$ cat config.mk
export PLATFORM = sky130hd
export DESIGN_NAME = pwas_port
export DESIGN_NICKNAME = d
export VERILOG_FILES = /design/src/pwas_pkg.sv /design/src/pwas_port.sv /design/src/pwas_sync.sv
export VERILOG_INCLUDE_DIRS = /design/src
export SDC_FILE = /design/constraint.sdc
export NUM_CORES = 1
export LEC_CHECK = 0
export ABC_AREA = 1
export CORE_UTILIZATION = 55
export DETAILED_ROUTE_END_ITERATION = 10
export DONT_BUFFER_PORTS = 1
export PLACE_DENSITY_LB_ADDON = 0.05
export SYNTH_ARGS = -nofsm -noshare
export SYNTH_HDL_FRONTEND = slang
export SYNTH_HIERARCHICAL = 1
export SYNTH_SLANG_ARGS = --single-unit
$ cat constraint.sdc
create_clock -name mclk -period 1.95 [get_ports mclk]
set_clock_uncertainty 0.1 [all_clocks]
set_input_delay 0.39 -clock mclk [delete_from_list [all_inputs] [get_ports mclk]]
set_output_delay 0.39 -clock mclk [all_outputs]
set_load 0.02 [all_outputs]
$ cat src/pwas_defines.svh
`ifndef PWAS_DEFINES_SVH
`define PWAS_DEFINES_SVH

// width of every port subregister and of the pin group it controls
`define PWAS_W 8
// width of the index held in the port address register
`define PWAS_IDX_W 8

// subregister indices decoded from the port address register
`define PWAS_IDX_WAKE 8'h05
`define PWAS_IDX_PULL 8'h06
`define PWAS_IDX_AFS1 8'h07
`define PWAS_IDX_AFS2 8'h08

// reset values
`define PWAS_RST_REG 8'h00
`define PWAS_RST_IDX 8'h00
`define PWAS_RST_RDATA 8'h00

// register select on the access port
`define PWAS_SEL_ADDR 1'b0
`define PWAS_SEL_CTL 1'b1

// number of alternate functions a pin can pick from
`define PWAS_AF_FUNCS 4
// width of the per-pin function number
`define PWAS_AF_NUM_W 2

// synchroniser depth for pad inputs
`define PWAS_SYNC_STAGES 2

`endif

$ cat src/pwas_pkg.sv
`include "pwas_defines.svh"

package pwas_pkg;

  // one access to the port address or port control register
  typedef struct packed {
    logic sel;                    // address register or control register
    logic wr;                     // write strobe, one cycle
    logic rd;                     // read strobe, one cycle
    logic [`PWAS_W-1:0] wdata;    // write data
  } pwas_req_t;

  // the four subregisters held by this block
  typedef struct packed {
    logic [`PWAS_W-1:0] wake_source_enable_reg;
    logic [`PWAS_W-1:0] pullup_enable_reg;
    logic [`PWAS_W-1:0] altfunc_set_one_reg;
    logic [`PWAS_W-1:0] altfunc_set_two_reg;
  } pwas_cfg_t;

  // wake tracking states
  typedef enum logic [1:0] {
    PWAS_RUN,
    PWAS_STOP,
    PWAS_RECOVER
  } pwas_wake_state_t;

endpackage : pwas_pkg

$ cat src/pwas_port.sv
`include "pwas_defines.svh"

module pwas_port (
  input wire logic mclk,
  input wire logic rst_n,
  // register access: port address register and port control register
  input wire pwas_pkg::pwas_req_t req,
  output logic [`PWAS_W-1:0] rdata,
  output logic ctl_hit,
  // from the rest of the port, same clock domain
  input wire logic [`PWAS_W-1:0] altfunc_enable_reg,
  input wire logic stop_mode,
  // raw pad levels, asynchronous
  input wire logic [`PWAS_W-1:0] pin_in,
  // pin controls
  output logic [`PWAS_W-1:0] pullup_on,
  output logic [`PWAS_W-1:0] gpio_mode,
  output logic [`PWAS_AF_FUNCS*`PWAS_W-1:0] altfunc_sel,
  output logic [`PWAS_W-1:0] wake_source_enable_bit,
  output logic wake_req
);

  // ------------------------------------------------------------------
  // helpers
  // ------------------------------------------------------------------

  // true when the held index names the given subregister
  function automatic logic idx_is(input logic [`PWAS_IDX_W-1:0] idx,
                                  input logic [`PWAS_IDX_W-1:0] code);
    idx_is = (idx == code);
  endfunction

  // true when the index belongs to any subregister kept here
  function automatic logic idx_ours(input logic [`PWAS_IDX_W-1:0] idx);
    idx_ours = idx_is(idx, `PWAS_IDX_WAKE) | idx_is(idx, `PWAS_IDX_PULL) |
               idx_is(idx, `PWAS_IDX_AFS1) | idx_is(idx, `PWAS_IDX_AFS2);
  endfunction

  // ------------------------------------------------------------------
  // port address register
  // ------------------------------------------------------------------

  // index written by software; steers every control register access
  logic [`PWAS_IDX_W-1:0] idx_ff;
  logic [`PWAS_IDX_W-1:0] nxt_idx;

  // strobes split by target register
  wire addr_wr = req.wr & (req.sel == `PWAS_SEL_ADDR);
  wire addr_rd = req.rd & (req.sel == `PWAS_SEL_ADDR);
  wire ctl_wr = req.wr & (req.sel == `PWAS_SEL_CTL);
  wire ctl_rd = req.rd & (req.sel == `PWAS_SEL_CTL);

  // the index register takes any value; foreign indices belong to
  // other subregisters of the port and are simply not decoded here
  assign nxt_idx = addr_wr ? req.wdata : idx_ff;

  // index register
  always_ff @(posedge mclk) begin
    if (!rst_n) begin
      idx_ff <= `PWAS_RST_IDX;
    end else begin
      idx_ff <= nxt_idx;
    end
  end

  // ------------------------------------------------------------------
  // subregister decode
  // ------------------------------------------------------------------

  // per-subregister selects from the held index
  wire sel_wake = idx_is(idx_ff, `PWAS_IDX_WAKE);
  wire sel_pull = idx_is(idx_ff, `PWAS_IDX_PULL);
  wire sel_afs1 = idx_is(idx_ff, `PWAS_IDX_AFS1);
  wire sel_afs2 = idx_is(idx_ff, `PWAS_IDX_AFS2);

  // the control register is answered here only for our four indices;
  // the rest of the port muxes its own subregisters on a miss
  assign ctl_hit = idx_ours(idx_ff);

  // ------------------------------------------------------------------
  // the four subregisters
  // ------------------------------------------------------------------

  pwas_pkg::pwas_cfg_t cfg_ff;   // stored configuration
  pwas_pkg::pwas_cfg_t nxt_cfg;  // next configuration

  // a write through the control register lands only in the selected one
  assign nxt_cfg.wake_source_enable_reg = (ctl_wr & sel_wake) ? req.wdata :
                                          cfg_ff.wake_source_enable_reg;
  assign nxt_cfg.pullup_enable_reg = (ctl_wr & sel_pull) ? req.wdata :
                                     cfg_ff.pullup_enable_reg;
  assign nxt_cfg.altfunc_set_one_reg = (ctl_wr & sel_afs1) ? req.wdata :
                                       cfg_ff.altfunc_set_one_reg;
  assign nxt_cfg.altfunc_set_two_reg = (ctl_wr & sel_afs2) ? req.wdata :
                                       cfg_ff.altfunc_set_two_reg;

  // all four clear at reset
  always_ff @(posedge mclk) begin
    if (!rst_n) begin
      cfg_ff.wake_source_enable_reg <= `PWAS_RST_REG;
      cfg_ff.pullup_enable_reg <= `PWAS_RST_REG;
      cfg_ff.altfunc_set_one_reg <= `PWAS_RST_REG;
      cfg_ff.altfunc_set_two_reg <= `PWAS_RST_REG;
    end else begin
      cfg_ff <= nxt_cfg;
    end
  end

  // ------------------------------------------------------------------
  // read path
  // ------------------------------------------------------------------

  // read data is registered so the bus sees it one cycle after the strobe
  logic [`PWAS_W-1:0] rdata_ff;
  logic [`PWAS_W-1:0] nxt_rdata;
  logic [`PWAS_W-1:0] ctl_view;

  // control register view of the selected subregister; misses read zero
  assign ctl_view = sel_wake ? cfg_ff.wake_source_enable_reg :
                    sel_pull ? cfg_ff.pullup_enable_reg :
                    sel_afs1 ? cfg_ff.altfunc_set_one_reg :
                    sel_afs2 ? cfg_ff.altfunc_set_two_reg :
                    `PWAS_RST_RDATA;

  // hold the last answer between reads so the bus never sees a glitch
  assign nxt_rdata = addr_rd ? idx_ff :
                     ctl_rd ? ctl_view :
                     rdata_ff;

  // read data register
  always_ff @(posedge mclk) begin
    if (!rst_n) begin
      rdata_ff <= `PWAS_RST_RDATA;
    end else begin
      rdata_ff <= nxt_rdata;
    end
  end

  assign rdata = rdata_ff;

  // ------------------------------------------------------------------
  // pull-up control and wake enable export
  // ------------------------------------------------------------------

  // the pad cell takes the stored bit straight from its flop
  assign pullup_on = cfg_ff.pullup_enable_reg;

  // the wake enables are exported so the port can gate its pad receivers
  assign wake_source_enable_bit = cfg_ff.wake_source_enable_reg;

  // ------------------------------------------------------------------
  // alternate function selection
  // ------------------------------------------------------------------

  // registered pin controls; the alternate enable arrives from another
  // register of the port, so the mux output lags it by one cycle,
  // traded for clean flop-driven outputs toward the pad ring
  logic [`PWAS_W-1:0] gpio_mode_ff;
  logic [`PWAS_W-1:0] nxt_gpio_mode;
  logic [`PWAS_AF_FUNCS*`PWAS_W-1:0] altfunc_sel_ff;
  logic [`PWAS_AF_FUNCS*`PWAS_W-1:0] nxt_altfunc_sel;

  // a pin without its alternate enable is plain gpio
  assign nxt_gpio_mode = ~altfunc_enable_reg;

  // one-hot function enables: slice k holds pin n of function k
  genvar gp;
  generate
    for (gp = 0; gp < `PWAS_W; gp++) begin : g_pin
      // function number from the two selector bits, second one high
      wire [`PWAS_AF_NUM_W-1:0] fnum = {cfg_ff.altfunc_set_two_reg[gp],
                                       cfg_ff.altfunc_set_one_reg[gp]};
      genvar gf;
      for (gf = 0; gf < `PWAS_AF_FUNCS; gf++) begin : g_func
        // the loop index as a plain integer, so its low bits can be sliced
        localparam int FNUM_INT = gf;
        // selectors count only while the enable bit is set
        assign nxt_altfunc_sel[gf*`PWAS_W+gp] = altfunc_enable_reg[gp] &
               (fnum == FNUM_INT[`PWAS_AF_NUM_W-1:0]);
      end
    end
  endgenerate

  // pin control flops
  always_ff @(posedge mclk) begin
    if (!rst_n) begin
      gpio_mode_ff <= {`PWAS_W{1'b1}};
      altfunc_sel_ff <= '0;
    end else begin
      gpio_mode_ff <= nxt_gpio_mode;
      altfunc_sel_ff <= nxt_altfunc_sel;
    end
  end

  assign gpio_mode = gpio_mode_ff;
  assign altfunc_sel = altfunc_sel_ff;

  // ------------------------------------------------------------------
  // stop-mode wake detection
  // ------------------------------------------------------------------

  // pads are asynchronous: two flops before anything looks at them
  logic [`PWAS_W-1:0] pin_sync;

  pwas_sync #(
    .W(`PWAS_W),
    .STAGES(`PWAS_SYNC_STAGES)
  ) u_sync (
    .mclk(mclk),
    .rst_n(rst_n),
    .d_async(pin_in),
    .q_sync(pin_sync)
  );

  // previous synchronised level for edge detection; it tracks at all
  // times so entering stop never sees a stale edge
  logic [`PWAS_W-1:0] pin_prev_ff;
  // warm-up shift, one stage per synchroniser flop plus the history flop;
  // the chain resets to zero, so a pad already high at release would
  // otherwise show up as a false edge two cycles later
  logic [`PWAS_SYNC_STAGES:0] warm_ff;
  logic [`PWAS_SYNC_STAGES:0] nxt_warm;
  // history is trusted only once the whole chain holds real pad levels
  wire prev_valid = warm_ff[`PWAS_SYNC_STAGES];
  assign nxt_warm = {warm_ff[`PWAS_SYNC_STAGES-1:0], 1'b1};

  // either direction counts, masked by the wake enables
  wire [`PWAS_W-1:0] pin_edge = (pin_sync ^ pin_prev_ff) & {`PWAS_W{prev_valid}};
  wire [`PWAS_W-1:0] wake_hits = pin_edge & cfg_ff.wake_source_enable_reg;
  wire wake_any = |wake_hits;

  // edge history and its warm-up; no edge counts until the synchroniser
  // and the history flop have both been refilled after reset
  always_ff @(posedge mclk) begin
    if (!rst_n) begin
      pin_prev_ff <= '0;
      warm_ff <= '0;
    end else begin
      pin_prev_ff <= pin_sync;
      warm_ff <= nxt_warm;
    end
  end

  // wake tracker: recovery holds until the core leaves stop mode.
  // limitation: the clock must keep running in stop for this to see
  // edges; a gated-clock system needs an asynchronous wake path instead
  pwas_pkg::pwas_wake_state_t state_ff;
  pwas_pkg::pwas_wake_state_t nxt_state;

  // next-state decode
  always_comb begin
    nxt_state = state_ff;
    case (state_ff)
      pwas_pkg::PWAS_RUN: begin
        // an edge in the entry cycle already counts
        if (stop_mode) begin
          nxt_state = wake_any ? pwas_pkg::PWAS_RECOVER : pwas_pkg::PWAS_STOP;
        end
      end
      pwas_pkg::PWAS_STOP: begin
        if (!stop_mode) begin
          // stop left for another reason
          nxt_state = pwas_pkg::PWAS_RUN;
        end else if (wake_any) begin
          nxt_state = pwas_pkg::PWAS_RECOVER;
        end
      end
      pwas_pkg::PWAS_RECOVER: begin
        // hold the request until the core has left stop
        if (!stop_mode) begin
          nxt_state = pwas_pkg::PWAS_RUN;
        end
      end
      default: begin
        nxt_state = pwas_pkg::PWAS_RUN;
      end
    endcase
  end

  // state register
  always_ff @(posedge mclk) begin
    if (!rst_n) begin
      state_ff <= pwas_pkg::PWAS_RUN;
    end else begin
      state_ff <= nxt_state;
    end
  end

  // request is a direct decode of the state flop
  assign wake_req = (state_ff == pwas_pkg::PWAS_RECOVER);

endmodule // pwas_port

$ cat src/pwas_sync.sv
`include "pwas_defines.svh"

// plain multi-stage synchroniser for asynchronous pad levels
module pwas_sync #(
  parameter int W = `PWAS_W,
  parameter int STAGES = `PWAS_SYNC_STAGES
) (
  input wire logic mclk,
  input wire logic rst_n,
  input wire logic [W-1:0] d_async,
  output logic [W-1:0] q_sync
);

  // chain of flops; only the last stage is visible outside
  logic [W-1:0] chain_ff [STAGES];

  // shift the pad level through the chain
  always_ff @(posedge mclk) begin
    if (!rst_n) begin
      for (int i = 0; i < STAGES; i++) begin
        chain_ff[i] <= '0;
      end
    end else begin
      chain_ff[0] <= d_async;
      for (int i = 1; i < STAGES; i++) begin
        chain_ff[i] <= chain_ff[i-1];
      end
    end
  end

  assign q_sync = chain_ff[STAGES-1];

endmodule // pwas_sync

**Word level (Yosys, flattened, before mapping)**

Memory sizes are Yosys's and may differ from the RTL's.
Cells that the tools add are included.

- Equality and inequality tests: 33
- Reduce and logical (&&, ||, !) cells: 12
- Mux-type cells: 17
- Bitwise logic cells: 50

Operator list:

| operator | count |
|---|---|
| 2-to-1 mux 8 bit | 8 |
| AND 1 bit | 40 |
| == test 2 bit (second input constant) | 17 |
| == test 8 x 3 -> 1 bit (second input constant) | 3 |
| == test 2 x 1 -> 1 bit (second input constant) | 9 |
| zero test 2 bit | 9 |
| AND 8 bit | 2 |
| 2-to-1 mux 2 bit | 5 |
| == test 8 x 4 -> 1 bit (second input constant) | 1 |
| inverter 8 bit | 1 |
| OR reduction 8 bit | 1 |
| bitwise XOR 8 bit | 1 |
| case mux 2 bit (3 select lines) | 1 |
| bitwise OR 1 bit | 5 |
| inequality test 2 bit (second input constant) | 2 |
| 2-to-1 mux 1 bit | 3 |
| inequality test 3 bit (second input constant) | 1 |
| AND reduction 3 bit | 1 |
| nonzero test 2 bit | 1 |
| inverter 1 bit | 1 |

- Output and inout bits: 66
- Register bits: 101
- Memories: 1
- Input bits: 30
- Bits in writable memories: 16
- Logic and storage cells: 125

Memories:

| name | words | bits a word | read ports | clocked after memory_dff | write ports | line | text |
|---|---|---|---|---|---|---|---|
| u_sync.chain_ff | 2 | 8 | 2 | 0 | 2 | pwas_sync.sv:15 | `logic [W-1:0] chain_ff [STAGES];` |

**Logic depth before layout (Yosys ltp)**

Gate-level depths: netlist of the first run.
An unclocked memory read counts as a cell.

- Depth after elaboration: 8
- Depth in mapped cells: 9
- Depth with buffers taken out: 8

**Hierarchy**

Netlist of the first run, hierarchy kept.

Modules (own cells, without submodules):

| module | seq. area each (sq um) | cells each | area an instance (sq um) | instances |
|---|---|---|---|---|
| pwas_port | 2021.9 | 481 | 3923.8 | 1 |
| pwas_sync | 320.3 | 58 | 544.3 | 1 |

**Least setup slack after synthesis of the first run**

Ideal clock, no wire load.

- Path kind: register to output
- Start point: register idx_ff[6]
- End point: output ctl_hit
- Buffers on the path: 1
- Stages on the path, launching flop included: 7
- Data required time: 1.460 ns
- Arrival time: 1.054 ns
- Path slack: 0.406 ns
- Path through: dfxtp_1 inv_1 nand2_1 nor2_8 buf_4 o21ai_0 nand2_1

- Cells in the longest elaborated chain, start to end: 4
- Elaborated cells between the ends (all ways): 7
- Those cells by class: eq/ne (4); bitwise (3)

RTL lines:

| what | line | text |
|---|---|---|
| start: declaration | pwas_port.sv:44 | `` logic [`PWAS_IDX_W-1:0] idx_ff; `` |
| start signal: assignment | pwas_port.sv:60 | `` idx_ff <= `PWAS_RST_IDX; `` |
| start signal: assignment | pwas_port.sv:62 | `idx_ff <= nxt_idx;` |
| == test 8 x 3 -> 1 bit | pwas_port.sv:30 | `idx_is = (idx == code);` |
| bitwise OR 1 bit (2 in a row) | pwas_port.sv:35 | `` idx_ours = idx_is(idx, `PWAS_IDX_WAKE) \| idx_is(idx, `PWAS_IDX_PULL) \| `` |
| bitwise OR 1 bit (*) | pwas_port.sv:35 |  |
| end: declaration | pwas_port.sv:9 | `output logic ctl_hit,` |

Every way passes the cells marked *; elsewhere a longest branch is shown, timed or not.

**Worst setup path in the final report of the first run**

- Start point: register idx_ff[3]
- End point: output ctl_hit

The elaborated chain is that of the path after synthesis.

==> flow_summary.ini, run 1 <==
[run_status]
outcome = finished with violations
violations = setup timing

[global_routing]
grt_pass1_vias = 3269
grt_start_max_net_pins = 77
grt_pass1_wl_mm = 16.6
antenna_found_initial = 2
track_usage_pct = 25.9
gr-total-overflow = 0

[logic_synthesis]
synth_xor_area_share_pct = 0
synth_top_area_share_pct = 52.4
synthTopCellsByCount = 117 x dfxtp_1, 87 x nand2_1, 69 x inv_1
yosysWarningCount = 6
synth-compound-area-share_pct = 13.0
ys_types = 28
yosys_most_used_dff = dfxtp_1
synth_area_mm2 = 0.00447
yosysMostFrequentCell = dfxtp_1
yosys.area_share.simple_pct = 21.3
synth_top_family_by_area = simple AND/OR/NAND/NOR gates
synth_nets = 569
ys_seq_elements = 117
synth_fa_ha_area_share_pct = 0
synth_top_cells_by_area = dfxtp_1 52%, nand2_1 7.3%, a21oi_1 6.4%
synth-edff-count = 0
yosysSeqAreaShare_pct = 52.4
syn_avg_cell_area_um2 = 8.29
syn-instance-count = 539
async_reset_ff_share_pct = 0
muxShareOfSynthArea_pct = 0
yosysTopAreaCell = dfxtp_1

[drt]
initialDrtViolationCount = 210
num_vias = 3570
ant_nets = 0
drt-total-wl_mm = 10.3
drc_errors = 0
drt-pass1-iter-count = 4
wl_per_cell_um = 15.2
vias_per_cell = 5.26

[floorplan]
num_rows = 32
die_y_um = 92.1
io-pin-count = 96
dieArea_mm2 = 0.00849
start_util_pct = 57.2
core_mm2 = 0.00781
die_x_um = 92.1

[worst_setup_path]
crit_fanout = 3
crit_chain = inv_2 -> nand2_4 -> nor2_4 -> and2_4 -> nor2_4 -> nand2_4
slowest_delay_ns = 0.35
start_kind = flop
critPathCaptureType = output port
criticalPathCategory = flop to output port
required_ns = 1.46
cpMaxStageDelayCell = dfxtp_2
worstPathArrival_ns = 1.47

[timing]
fin_ws_ns = -0.0148
finalCritPeriodShare_pct = 101
slew_headroom_pct = 67.4
drv_slew = 0
setup_viol = 1
fin_tns_setup_ns = -0.0148
hold_viol = 0
worst_pin_slew_ns = 0.488
hold-worst-slack_ns = 0.00929
period_needed_ns = 1.96
rsz0062_at_grt = yes
max_freq_mhz = 509

[pwr]
p_per_area_mw_per_mm2 = 1100
vdd.ir_drop.worst_v = 0.000759
p_leak_nw = 2.37

[final_layout]
nNetsFinal = 592
stdcell_count = 679
multi_input_area_mm2 = 0.00158
syn_to_final_growth_pct = 19.6
drive_gt1_share_pct = 16.3
fillers = 645
seqCellArea_mm2 = 0.00235

[clock_network]
cts.sinks = 117
root_buffer = clkbuf_8
numCtsBuffers = 17
worst_skew_pair.late_latency_ns = 0.51
h-tree-depth = 4
cts.clk_slew.worst_paths_ns = 0.06
cts_tree = built
cts_buffer_depth = 2

[run]
drv_cap = 0

[hold_path]
hold_path.class = input pin to flop

[placement]
placed_cells = 601
gp_congestion = 1.01
place_hpwl_mm = 6.50
io_buffers = 0
## cell families (layout without fill, tap and decap cells)
group,after synthesis,count (layout)
other,0,2
flip-flops,117,117
AO/OA/AOI/OAI,113,113
buffers and inverters,115,150
AND/OR/NAND/NOR,194,195
## placed cells by master (no fill, tap or decap)
| master | Yosys | layout |
|---|---|---|
| clkinv_2 | 0 | 4 |
| a21oi_1 | 57 | 57 |
| a21boi_0 | 1 | 1 |
| nand2_1 | 87 | 84 |
| buf_4 | 27 | 19 |
| dfxtp_1 | 117 | 110 |
| inv_2 | 1 | 6 |
| a21oi_2 | 2 | 2 |
| inv_4 | 1 | 1 |
| o21ai_2 | 2 | 3 |
| clkbuf_16 | 0 | 16 |
| nor2_4 | 3 | 5 |
| o21ai_0 | 49 | 48 |
| bufinv_16 | 0 | 2 |
| nand3_1 | 42 | 42 |
| dfxtp_2 | 0 | 7 |
| clkinv_4 | 0 | 4 |
| nor2_8 | 2 | 2 |
| clkinvlp_4 | 0 | 2 |
| diode_2 | 0 | 2 |
| nand2_4 | 5 | 8 |
| clkbuf_1 | 6 | 1 |
| nand3_4 | 1 | 1 |
| o21ai_1 | 2 | 2 |
| inv_1 | 69 | 64 |
| nand2_2 | 6 | 6 |
| nor2_1 | 14 | 13 |
| dlygate4sd3_1 | 0 | 26 |
| clkbuf_8 | 0 | 3 |
| clkinv_1 | 1 | 1 |
| and2_4 | 2 | 2 |
| nor3_1 | 32 | 32 |
| buf_16 | 0 | 1 |
## path summary, 6_finish.rpt
kind	from	endpoint	slack, ns	cells past startpoint
worst min register to register	u_sync/chain_ff[0][6]	u_sync/chain_ff[0][14]	0.31	2
worst max-delay path	idx_ff[3]	ctl_hit	-0.01	6
worst min-delay path	stop_mode	state_ff[0]	0.009	3
worst max register to register	idx_ff[4]	pullup_on[0]	0.35	9
## what timing repair did
item                                    CTS  global route
hold buffers                             27             0
buffers inserted                          9             7
cloned                                    1             0
endpoints found under the setup margin    1             1
gates resized for setup                  16             6
hold endpoints to repair                106             0
pin swaps                                10             5
## worst max-delay path: cells and delay by family (launching register included)
kind                   cells  cell delay [ns]
DFF                        1             0.35
and+or+nand+nor            5             0.56
buffers and inverters      1             0.06
## registers in the layout (all words and copies together) (netlist names)
| name | cells |
|---|---|
| cfg_ff | 16 |
| altfunc_sel | 32 |
| pin_prev_ff | 8 |
| pullup_on | 8 |
| state_ff | 2 |
| warm_ff | 3 |
| gpio_mode | 8 |
| wake_source_enable_bit | 8 |
| u_sync/chain_ff | 16 |
| idx_ff | 8 |
| rdata | 8 |
## power by group
group          internal, mW  switching [mW]  total, mW
Combinational         0.139           0.215      0.355
Clock                  1.88            1.09       2.97
Sequential             2.46          0.0760       2.54
Total                  4.48            1.38       5.87
## cell type report
type / count / share of cell area (%)
sequential: 117 / 44.0
multi-input combinational: 308 / 29.6
clock buffer: 20 / 8.34
timing repair buffer: 46 / 8.06
inverter: 72 / 5.11
clock inverter: 12 / 2.44
tap: 102 / 2.39
antenna: 2 / 0.0937
## layer usage
layer	vias up	share of wire, %	GRT usage [%]
li1	1776	-	-
met1	1642	44	32.9
met2	129	46	40.3
met3	23	8.1	8.29
met4	0	2.1	11.5
met5	-	0	0
## stage by stage
step / instance area, um^2 / util [%] / total power [mW] / setup WS, ns
detailed placement: 4300 / 55.1 / 2.80 / 0.236
floorplan: 4470 / - / 2.80 / 0.406
global route: 5340 / 68.4 / 6.07 / -0.0579
finish: 5340 / 68.4 / 5.87 / -0.0148
global placement: 4300 / 55.1 / 2.79 / 0.247
CTS: 5270 / 67.5 / 5.86 / 0.00221
Note: power is estimated with default switching activity, not from simulation.
==> run 2: changes to the inputs <==
- RECOVER_POWER: unset -> 100
==> flow_summary.ini, run 2 (same netlist as run 1, synthesis figures left out) <==
[drt]
initialDrtViolationCount = 218
drt-pass1-iter-count = 5
num_vias = 3570
ant_nets = 0
drc_errors = 0
vias_per_cell = 5.26
drt-total-wl_mm = 10.4
wl_per_cell_um = 15.3

[final_layout]
drive_gt1_share_pct = 15.5
largest_reg_flops = 32
fillers = 655
post-route-util_pct = 67.7
layout_commonest_cell = dfxtp_1
syn_to_final_growth_pct = 18.3
stdcell_count = 679
layout_common_cells = 110 x dfxtp_1, 86 x nand2_1, 64 x inv_1
nNetsFinal = 592

[worst_setup_path]
r2r_start = idx_ff[0]
rr_endpoint = cfg_ff[7]
reg2reg_slack_ns = 0.17
crit_chain = inv_2 -> nand2_4 -> nor2_4 -> and2_4 -> nor2_4 -> nand2_4
crit_fanout = 3
cpMaxStageDelayCell = dfxtp_2
critPathCaptureType = output port
required_ns = 1.46
reg2reg_depth = 7
worstPathArrival_ns = 1.48
criticalPathCategory = flop to output port
crit_buf_inv = 1
slowest_delay_ns = 0.35
crit_family = simple AND/OR/NAND/NOR gates
start_kind = flop

[clock_network]
cts.clk_slew.worst_paths_ns = 0.06
cts_tree = built
root_buffer = clkbuf_8
worst_skew_pair.late_latency_ns = 0.51
numCtsBuffers = 17
cts.sinks = 117
cts_buffer_depth = 2
h-tree-depth = 4

[hold_path]
hp-start = stop_mode
min_path_cells = 3
min_to = state_ff[0]
hold_path.class = input pin to flop

[timing]
period_needed_ns = 1.97
hold-worst-slack_ns = 0.00986
setup_viol = 1
fin_tns_setup_ns = -0.0179
worst_pin_slew_ns = 1.40
drv_slew = 0
fin_ws_ns = -0.0179
max_freq_mhz = 508
finalCritPeriodShare_pct = 101
hold_viol = 0
slew_headroom_pct = 6.81
rsz0062_at_grt = yes

[floorplan]
num_rows = 32
dieArea_mm2 = 0.00849
core_mm2 = 0.00781
start_util_pct = 57.2
die_y_um = 92.1
die_x_um = 92.1
io-pin-count = 96

[run_status]
violations = setup timing
outcome = finished with violations

[pwr]
swShare_pct = 23.5
power.internal_mw = 4.48
power_switching_mw = 1.38
p_comb_share_pct = 5.9
p_seq_share_pct = 43.4
power_frac_clock_pct = 50.7
p_leak_nw = 2.35
p_per_area_mw_per_mm2 = 1110
vdd.ir_drop.worst_v = 0.000768

[global_routing]
gr-total-overflow = 0
grt_start_max_net_pins = 77
track_usage_pct = 25.9
grt_pass1_vias = 3269
grt_pass1_wl_mm = 16.6
antenna_found_initial = 2

[placement]
place_hpwl_mm = 6.50
placed_cells = 601
gp_congestion = 1.01
io_buffers = 0

[run]
drv_cap = 0
run 2: tightest hold or removal path: cells and delay by family:
kind / cells / cell delay [ns]
compound gates: 1 / 0.11
simple gates: 2 / 0.08
run 2: power groups by stage:
| stage | clock [mW] | sequential (mW) | combinational [mW] |
|---|---|---|---|
| 4_1_cts | 3.00 | 2.54 | 0.328 |
| 2_1_floorplan | 0 | 2.57 | 0.225 |
| 6_report | 2.97 | 2.54 | 0.345 |
| 3_5_place_dp | 0 | 2.59 | 0.210 |
| 5_1_grt | 3.14 | 2.54 | 0.376 |
| 3_3_place_gp | 0 | 2.58 | 0.207 |
run 2: per-layer routing:
metal | GRT usage, % | share of wire [%]
met1 | 32.9 | 44
met2 | 40.3 | 46
met3 | 8.29 | 8.0
met4 | 11.5 | 2.0
met5 | 0 | 0
run 2: per-stage QoR:
stage	instance area, um^2	setup slack (ns)	total power [mW]
finish	5290	-0.0179	5.85
global route	5290	-0.0579	6.06
CTS	5270	0.00221	5.86
detailed placement	4300	0.236	2.80
global placement	4300	0.247	2.79
floorplan	4470	0.406	2.80
run 2: how the worst max path moves through the flow:
stage / startpoint / endpoint / slack [ns] / cells after the start
finish: idx_ff[3] / ctl_hit / -0.02 / 6
global route: idx_ff[3] / ctl_hit / -0.06 / 6
CTS: idx_ff[5] / ctl_hit / 0.002 / 6
detailed placement: idx_ff[6] / ctl_hit / 0.24 / 7
global placement: idx_ff[6] / ctl_hit / 0.25 / 7
floorplan: idx_ff[6] / ctl_hit / 0.41 / 6
run 2: area by class of cell:
class                           count  area (um^2)  share of cell area [%]
Tap cell                          102          128                    2.41
Multi-Input combinational cell    308         1550                    29.3
Antenna cell                        2         5.00                  0.0947
Sequential cell                   117         2350                    44.5
Inverter                           72          273                    5.16
Clock buffer                       20          445                    8.43
Timing Repair Buffer               46          405                    7.67
Clock inverter                     12          130                    2.46
run 2: repair_timing:
action,CTS,global route
setup buffers,9,7
cloned,1,0
endpoints found under the setup margin,1,1
hold buffers,27,0
resized for setup,16,6
hold endpoints to repair,106,0
pin swaps,10,5
